File: config.mk
export PLATFORM = sky130hd
export DESIGN_NAME = cavr_ca_ref_reg
export DESIGN_NICKNAME = d
export VERILOG_FILES = /design/src/design/cavr_pkg.sv /design/src/design/cavr_ca_ref_reg.sv /design/src/design/cavr_copy_store.sv
export VERILOG_INCLUDE_DIRS = /design/src /design/src/design
export SDC_FILE = /design/constraint.sdc
export NUM_CORES = 1
export LEC_CHECK = 0
export BUFFER_PORTS_ARGS = -buffer_cell sky130_fd_sc_hd__clkbuf_2
export CORE_ASPECT_RATIO = 1.5
export CORE_UTILIZATION = 43
export DETAILED_ROUTE_END_ITERATION = 8
export GPL_TIMING_DRIVEN = 0
export PLACE_DENSITY = 0.7
export SLEW_MARGIN = 15
export SYNTH_ARGS = -nofsm -noshare
export SYNTH_HDL_FRONTEND = slang
export SYNTH_SLANG_ARGS = --single-unit
File: constraint.sdc
create_clock -name ref_clk_in -period 1.2 [get_ports ref_clk_in]
set_clock_uncertainty 0.2 [all_clocks]
set_input_delay 0.06 -clock ref_clk_in [delete_from_list [all_inputs] [get_ports ref_clk_in]]
set_output_delay 0.06 -clock ref_clk_in [all_outputs]
set_load 0.03 [all_outputs]
File: src/design/cavr_map.svh
`ifndef CAVR_MAP_SVH
`define CAVR_MAP_SVH

// ----------------------------------------------------------------------------
// Register address and field layout
// ----------------------------------------------------------------------------
`define CAVR_REG_ADDR        6'h0C
`define CAVR_LEVEL_MSB       5
`define CAVR_LEVEL_LSB       0
`define CAVR_RANGE_BIT       6
`define CAVR_RSVD_BIT        7
`define CAVR_WSEL_BIT        6
`define CAVR_OSEL_BIT        7

// ----------------------------------------------------------------------------
// Reset values and code limits
// ----------------------------------------------------------------------------
`define CAVR_LEVEL_RESET     6'h0D
`define CAVR_RANGE_RESET     1'h1
`define CAVR_LEVEL_MAX       6'h32
`define CAVR_ZERO8           8'h00
`define CAVR_ZERO16          16'h0000

`endif

File: src/design/cavr_pkg.sv
package cavr_pkg;

  // --------------------------------------------------------------------------
  // One set-point copy of the register
  // --------------------------------------------------------------------------
  typedef struct packed {
    logic       range;   // Reference range select
    logic [5:0] level;   // Reference level code
  } cavr_copy_t;

  // Mode register command from the command decoder
  typedef struct packed {
    logic       wr;      // Write strobe
    logic       rd;      // Read strobe
    logic [5:0] addr;    // Mode register address
    logic [7:0] data;    // Write operand
  } cavr_cmd_t;

  // Read answer
  typedef struct packed {
    logic        valid;  // Read data valid
    logic [15:0] dq;     // Data lane contents
  } cavr_rsp_t;

  // Read pipeline state
  typedef enum logic {
    CAVR_IDLE,
    CAVR_ANSWER
  } cavr_state_t;

endpackage

File: src/design/cavr_ca_ref_reg.sv
`timescale 1ns/1ps
`include "cavr_map.svh"

module cavr_ca_ref_reg (
  // Clock and reset
  input  wire logic                 ref_clk_in,
  input  wire logic                 reset_in,
  // Mode register command
  input  wire cavr_pkg::cavr_cmd_t  cmd_in,
  // Set-point select bits from the set-point control register
  input  wire logic                 setpoint_write_select_in,
  input  wire logic                 setpoint_operate_select_in,
  // Read answer
  output cavr_pkg::cavr_rsp_t       rsp_out,
  // Active reference setting to the receiver
  output cavr_pkg::cavr_copy_t      active_out,
  output logic                      active_reserved_out
);

  // --------------------------------------------------------------------------
  // Helpers
  // --------------------------------------------------------------------------
  // Copy chosen by a select bit
  function automatic cavr_pkg::cavr_copy_t pick(input logic sel,
                                                input cavr_pkg::cavr_copy_t a,
                                                input cavr_pkg::cavr_copy_t b);
    pick = sel ? b : a;
  endfunction

  // Codes above the valid span are reserved in either range
  function automatic logic is_reserved(input logic [5:0] code);
    is_reserved = (code > `CAVR_LEVEL_MAX);
  endfunction

  // --------------------------------------------------------------------------
  // Module state
  // --------------------------------------------------------------------------
  typedef struct packed {
    cavr_pkg::cavr_state_t st;       // Read pipeline state
    cavr_pkg::cavr_rsp_t   rsp;      // Registered answer
    cavr_pkg::cavr_copy_t  act;      // Registered active copy
    logic                  act_rsv;  // Active code reserved
  } cavr_top_t;

  cavr_top_t state_reg;              // Registered state
  cavr_top_t state_next;             // Next state

  cavr_pkg::cavr_copy_t copy0;       // Set point 0 copy
  cavr_pkg::cavr_copy_t copy1;       // Set point 1 copy
  cavr_pkg::cavr_copy_t wr_copy;     // Write operand split into fields
  cavr_pkg::cavr_copy_t rd_copy;     // Copy seen by reads
  logic                 hit;         // Command targets this register

  assign hit = (cmd_in.addr == `CAVR_REG_ADDR);

  // Range and level are taken from one write, never separately
  assign wr_copy.range = cmd_in.data[`CAVR_RANGE_BIT];
  assign wr_copy.level = cmd_in.data[`CAVR_LEVEL_MSB:`CAVR_LEVEL_LSB];

  // --------------------------------------------------------------------------
  // Copy storage
  // --------------------------------------------------------------------------
  cavr_copy_store u_store (
    .ref_clk_in (ref_clk_in),
    .reset_in   (reset_in),
    .wr_en_in   (cmd_in.wr && hit),
    .wr_sel_in  (setpoint_write_select_in),
    .wr_data_in (wr_copy),
    .copy0_out  (copy0),
    .copy1_out  (copy1)
  );

  // Reads see the write-selected copy, not the operating one
  assign rd_copy = pick(setpoint_write_select_in, copy0, copy1);

  // --------------------------------------------------------------------------
  // Next-state logic
  // --------------------------------------------------------------------------
  always_comb begin
    state_next = state_reg;
    // Receiver follows only the operate-selected copy
    state_next.act     = pick(setpoint_operate_select_in, copy0, copy1);
    state_next.act_rsv = is_reserved(state_next.act.level);
    case (state_reg.st)
      cavr_pkg::CAVR_IDLE: begin
        state_next.rsp.valid = 1'b0;
        state_next.rsp.dq    = `CAVR_ZERO16;
        if (cmd_in.rd && hit) begin
          // Answer one cycle after the read strobe
          state_next.st                   = cavr_pkg::CAVR_ANSWER;
          state_next.rsp.valid            = 1'b1;
          state_next.rsp.dq               = `CAVR_ZERO16;
          state_next.rsp.dq[`CAVR_LEVEL_MSB:`CAVR_LEVEL_LSB] = rd_copy.level;
          state_next.rsp.dq[`CAVR_RANGE_BIT] = rd_copy.range;
          state_next.rsp.dq[`CAVR_RSVD_BIT]  = 1'b0;
        end
      end
      cavr_pkg::CAVR_ANSWER: begin
        // One-cycle answer, then lanes back to zero
        state_next.st        = cavr_pkg::CAVR_IDLE;
        state_next.rsp.valid = 1'b0;
        state_next.rsp.dq    = `CAVR_ZERO16;
      end
      default: begin
        state_next.st        = cavr_pkg::CAVR_IDLE;
        state_next.rsp.valid = 1'b0;
        state_next.rsp.dq    = `CAVR_ZERO16;
      end
    endcase
  end

  // State register
  always_ff @(posedge ref_clk_in or posedge reset_in) begin
    if (reset_in) begin
      state_reg.st        <= cavr_pkg::CAVR_IDLE;
      state_reg.rsp.valid <= 1'b0;
      state_reg.rsp.dq    <= `CAVR_ZERO16;
      state_reg.act.range <= `CAVR_RANGE_RESET;
      state_reg.act.level <= `CAVR_LEVEL_RESET;
      state_reg.act_rsv   <= 1'b0;
    end else begin
      state_reg <= state_next;
    end
  end

  assign rsp_out             = state_reg.rsp;
  assign active_out          = state_reg.act;
  assign active_reserved_out = state_reg.act_rsv;

endmodule // cavr_ca_ref_reg

File: src/design/cavr_copy_store.sv
`timescale 1ns/1ps
`include "cavr_map.svh"

module cavr_copy_store (
  // Clock and reset
  input  wire logic                ref_clk_in,
  input  wire logic                reset_in,
  // Write access
  input  wire logic                wr_en_in,
  input  wire logic                wr_sel_in,
  input  wire cavr_pkg::cavr_copy_t wr_data_in,
  // Stored copies
  output cavr_pkg::cavr_copy_t     copy0_out,
  output cavr_pkg::cavr_copy_t     copy1_out
);

  // --------------------------------------------------------------------------
  // State: both set-point copies
  // --------------------------------------------------------------------------
  typedef struct packed {
    cavr_pkg::cavr_copy_t c0;  // Set point 0 copy
    cavr_pkg::cavr_copy_t c1;  // Set point 1 copy
  } cavr_store_t;

  cavr_store_t state_reg;      // Registered state
  cavr_store_t state_next;     // Next state

  // Only the selected copy takes the write; the other holds
  always_comb begin
    state_next = state_reg;
    if (wr_en_in) begin
      if (wr_sel_in) begin
        state_next.c1 = wr_data_in;
      end else begin
        state_next.c0 = wr_data_in;
      end
    end
  end

  // Power-on or reset brings both copies to defaults
  always_ff @(posedge ref_clk_in or posedge reset_in) begin
    if (reset_in) begin
      state_reg.c0.range <= `CAVR_RANGE_RESET;
      state_reg.c0.level <= `CAVR_LEVEL_RESET;
      state_reg.c1.range <= `CAVR_RANGE_RESET;
      state_reg.c1.level <= `CAVR_LEVEL_RESET;
    end else begin
      state_reg <= state_next;
    end
  end

  assign copy0_out = state_reg.c0;
  assign copy1_out = state_reg.c1;

endmodule // cavr_copy_store

==> Word level (Yosys, flattened, before mapping) <==
Index checks and enable logic that the tools add are counted.
{ "word_totals": {"out_inout_bits": 25, "inputBits": 20, "reg_bits": 40} }
{ "classes": {"order_cmp": 1, "reduce_logical": 4, "mux": 4, "bitwise_logic": 2, "n_eq_ne": 1} }
{ "op_table": {"columns": ["cell", "count"], "rows": [
  ["$pmux W18 S2", 1],
  ["$mux W18", 1],
  ["$mux W7", 2],
  ["$eq A6 B4 Y1 const B", 1],
  ["$gt A6 B6 Y1 const B", 1],
  ["$reduce_and A2 Y1", 2],
  ["$logic_and A1 B1 Y1", 2],
  ["$not A1 Y1", 2]
]} }

==> Depth between registers and ports, before layout <==
{ "depth": {"depth_word": 4, "depth_mapped": 4} }

==> Hierarchy <==
From an unflattened synthesis, not the netlist that was laid out.
{ "unflattened": {"cells_unflattened": 90, "hier_area_um2": 1322.5} }
{ "by_module_without_submodules": {"columns": ["mod", "instances", "seq_area_each_um2", "cells_per_inst", "area_each_um2"], "rows": [
  ["cavr_ca_ref_reg", 1, 405.4, 58, 743.2],
  ["cavr_copy_store", 1, 360.3, 32, 579.3]
]} }

==> Worst setup path after synthesis <==
OpenSTA, ideal clock, no wires.
{ "synth_timing": {"kind": "register to register", "startpoint": "register, netlist name rsp_out[16]", "endpoint": "register state_reg, in the netlist rsp_out[0]", "path_stages_with_launch": 3, "arrival_ns": 0.963, "slack_ns": -0.039, "required_ns": 0.924, "synth_period_minus_slack_ns": 1.239, "cell_sequence": "dfrtp_1 > nand4b_1 > nor2_1"} }
{ "synth_rtl": {"columns": ["item", "line", "text"], "rows": [
  ["end signal: assignment", "cavr_ca_ref_reg.sv:122", "state_reg <= state_next;"],
  ["end: declaration", "cavr_ca_ref_reg.sv:45", "cavr_top_t state_reg;"]
]} }

==> metrics.md <==
| Metric | Value |
|---|---|
| Status | `finished, violations left` |
| Violated checks | `setup timing` |
| Worst skew pair latency | `0.28 ns` |
| Share of cells above drive strength 1 | `61.22%` |
| Die Ht | `68.63 microns` |
| Port bufs | `32` |
| Crit-path max FO | `2` |
| CTS tree | `yes` |
| Slew Viols, Final | `0` |
| Final setup viols | `1` |
| Fin crit share | `103.7%` |
| Post-Syn Area per Cell | `14.63 sq um` |
| GPL Wtd Cong | `0.6555` |
| Yosys Warn Count | `0` |
| Synthesized cell area | `1272 sq um` |
| #FFs+latches synth | `30` |
| Final WS setup | `-0.04411 ns` |
| Slew HR | `60.85%` |
| Final wirelength | `2252 microns` |
| Fin area | `1755 sq um` |
| Post-detailed-route via-to-cell ratio | `4.587` |
| Grt ovf | `0` |
| Leakage | `0.9222 nW` |
| HP Class | `in2reg` |
| Via count | `844` |
| Tot Pwr | `2.234 mW` |
| CP Capture Type | `flip-flop` |
| R2R Setup Slk | `-0.04 ns` |
| Worst-Margin Slew | `0.5864 ns` |
| CTS Root Buffer Type | `clkbuf_8` |
| Die X-Extent | `46.42 microns` |
| Setup CP Type | `reg2reg` |
| Starting Density | `46.54%` |
| Vias in the first global route | `817` |
| Worst R2R Start | `u_store.copy0_out[0]$_DFFE_PP1P_` |
| Top Ports | `45` |
| Fill count | `220` |
| Total track usage | `16.68%` |
| Rows | `23` |
| Reg2reg end | `active_reserved_out$_DFF_PP0_` |
| WHS | `0.005856 ns` |
| Remaining antenna violation count | `0` |
| Pre-CTS WS | `-0.2385 ns` |
| Worst Hold End | `active_out[6]$_DFF_PP1_` |
| FF-to-FF path depth | `3` |
| Final cell count without fillers | `184` |
| Mapped Cells | `87` |
| Wire per inst | `12.24 microns` |
| DRT iter0 DRCs | `4` |
| Core area | `2734 sq um` |
| Pre-antenna DRT Iters | `3` |
| Drc violations | `0` |
| Sequential element share of the synthesized area | `60.18%` |
| Yosys cell types | `15` |
| Antenna fix cells | `0` |
| PwrDens | `1273 nW/um^2` |
| Peak VDD IR | `0.0008439 V` |
| Max_cap viols | `0` |
| CTS buffer count | `5` |
| Arrival time worst endpoint | `1.21 ns` |
| RSZ-0062 raised after global routing | `true` |
| CTS sink count | `30` |
| Clock Path Buffers | `2` |
| Startpoint types | `flip-flop` |
| First-pass GRT wire length | `3512 microns` |
| Hold Fails Final Rpt | `0` |
| Hpwl dp | `1524 microns` |
| Worst EP required | `1.16 ns` |
| H-tree level count | `2` |
| Die Area | `3185 sq um` |
| Post-route minimum period | `1.244 ns` |
| Initial antenna violation count | `0` |
| Clock Pin Slew Worst Setup and Hold Paths | `0.06 ns` |
| Final #Nets | `166` |
| Placed cells | `164` |
| Largest net degree at the start of global routing | `31` |
| P&R area growth vs syn | `37.95%` |
| WHS Path Cells | `2` |
| Post-DP Area | `1515 sq um` |
| Fmax | `803.8 MHz` |
| Hold_sp | `setpoint_operate_select_in` |
-- layout make-up --
cell class                      count  area (sq um)  area share [%]
Multi-Input combinational cell     52         464.2           26.44
Inverter                            2         7.507          0.4277
Sequential cell                    30         767.0           43.69
Timing Repair Buffer               44         312.8           17.82
Buffer                             11         77.57           4.419
Clock buffer                        8         80.08           4.562
Tap cell                           37         46.29           2.637
-- flip-flops by register name (all words and copies together), names as in the netlist --
register / flops
rsp_out: 8
active_reserved_out: 1
u_store.copy1_out: 7
u_store.copy0_out: 7
active_out: 7
-- worst max path at each step --
| stage | start | endpoint | slack, ns |
|---|---|---|---|
| after CTS | u_store.copy0_out[1]$_DFFE_PP0P_ | active_reserved_out$_DFF_PP0_ | -0.04 |
| final | u_store.copy0_out[0]$_DFFE_PP1P_ | active_reserved_out$_DFF_PP0_ | -0.04 |
| after global routing | u_store.copy1_out[0]$_DFFE_PP1P_ | active_reserved_out$_DFF_PP0_ | -0.06 |
| after detailed placement | cmd_in[13] | rsp_out[6]$_DFF_PP0_ | -0.24 |
| after floorplan | rsp_out[16]$_DFF_PP0_ | rsp_out[2]$_DFF_PP0_ | 0.0005 |
| after global placement | cmd_in[13] | rsp_out[4]$_DFF_PP0_ | -0.20 |
-- metrics by stage --
step	utilization, %	setup TNS [ns]
after detailed placement	55.42	-5.336
final	64.21	-0.04411
after floorplan	-	0
after global routing	64.21	-0.1163
after global placement	55.42	-4.073
after CTS	63.11	-0.1075
-- synth_stat cells --
cell,n,area [sq um]
dfrtp_1,18,450.4
nand4_4,1,21.27
and4bb_2,1,12.51
mux2i_1,7,70.07
buf_4,9,67.56
buf_2,2,10.01
nand2_1,1,3.750
dfstp_2,12,315.3
nand4b_1,1,8.760
inv_1,2,7.510
conb_1,1,3.750
mux2_2,21,236.5
nor2_1,9,33.78
nand4b_4,1,23.77
a211oi_1,1,7.510
-- worst max-delay path, stage by stage (launching register included) --
cell and delay, ns:
dfstp_2 0.37, mux2_4 0.28, a211oi_2 0.23, nor2_1 0.06
-- placed cells by master, fill, tap and decap left out --
cell type | synthesis | final
dfrtp_2 | 0 | 1
a211oi_2 | 0 | 1
and4bb_2 | 1 | 1
conb_1 | 1 | 9
dfstp_2 | 12 | 12
nand4b_1 | 1 | 1
buf_4 | 9 | 12
dlygate4sd3_1 | 0 | 9
dfrtp_1 | 18 | 17
nand4_4 | 1 | 1
buf_2 | 2 | 2
nand4b_4 | 1 | 1
clkbuf_2 | 0 | 28
nor2_1 | 9 | 9
buf_8 | 0 | 4
clkbuf_1 | 0 | 3
mux2_2 | 21 | 19
inv_2 | 0 | 1
mux2i_1 | 7 | 7
clkbuf_8 | 0 | 5
mux2_4 | 0 | 2
inv_1 | 2 | 1
nand2_1 | 1 | 1
-- kinds of logic after synthesis --
kind of cell	after synthesis	share of synthesized area [%]
DFF	30	60.18
muxes	28	24.09
and+or+nand+nor	14	8.161
buffers and inverters	13	6.686
AOI/OAI and AO/OA	1	0.5902
other	1	0.2947
-- what timing repair did --
action | 4_1_cts | 5_1_grt
pin swaps | 0 | 1
gates resized for setup | 10 | 4
hold buffers | 8 | 1
buffers inserted | 1 | 2
hold endpoints to repair | 38 | 18
setup endpoints to repair | 13 | 5
-- where the power goes --
part / switching, mW / total [mW] / internal (mW)
sequential: 0.0354 / 1.13 / 1.10
clock: 0.335 / 0.745 / 0.410
combinational: 0.180 / 0.355 / 0.175
total: 0.550 / 2.23 / 1.68
-- layer usage --
layer	track usage, %	vias up	wire length, microns
li1	-	396	-
met1	16.16	415	841
met2	28.65	27	1214
met3	6.510	6	135
met4	9.926	0	61
met5	0	-	0
No activity file was read; power rests on OpenSTA's default activity.
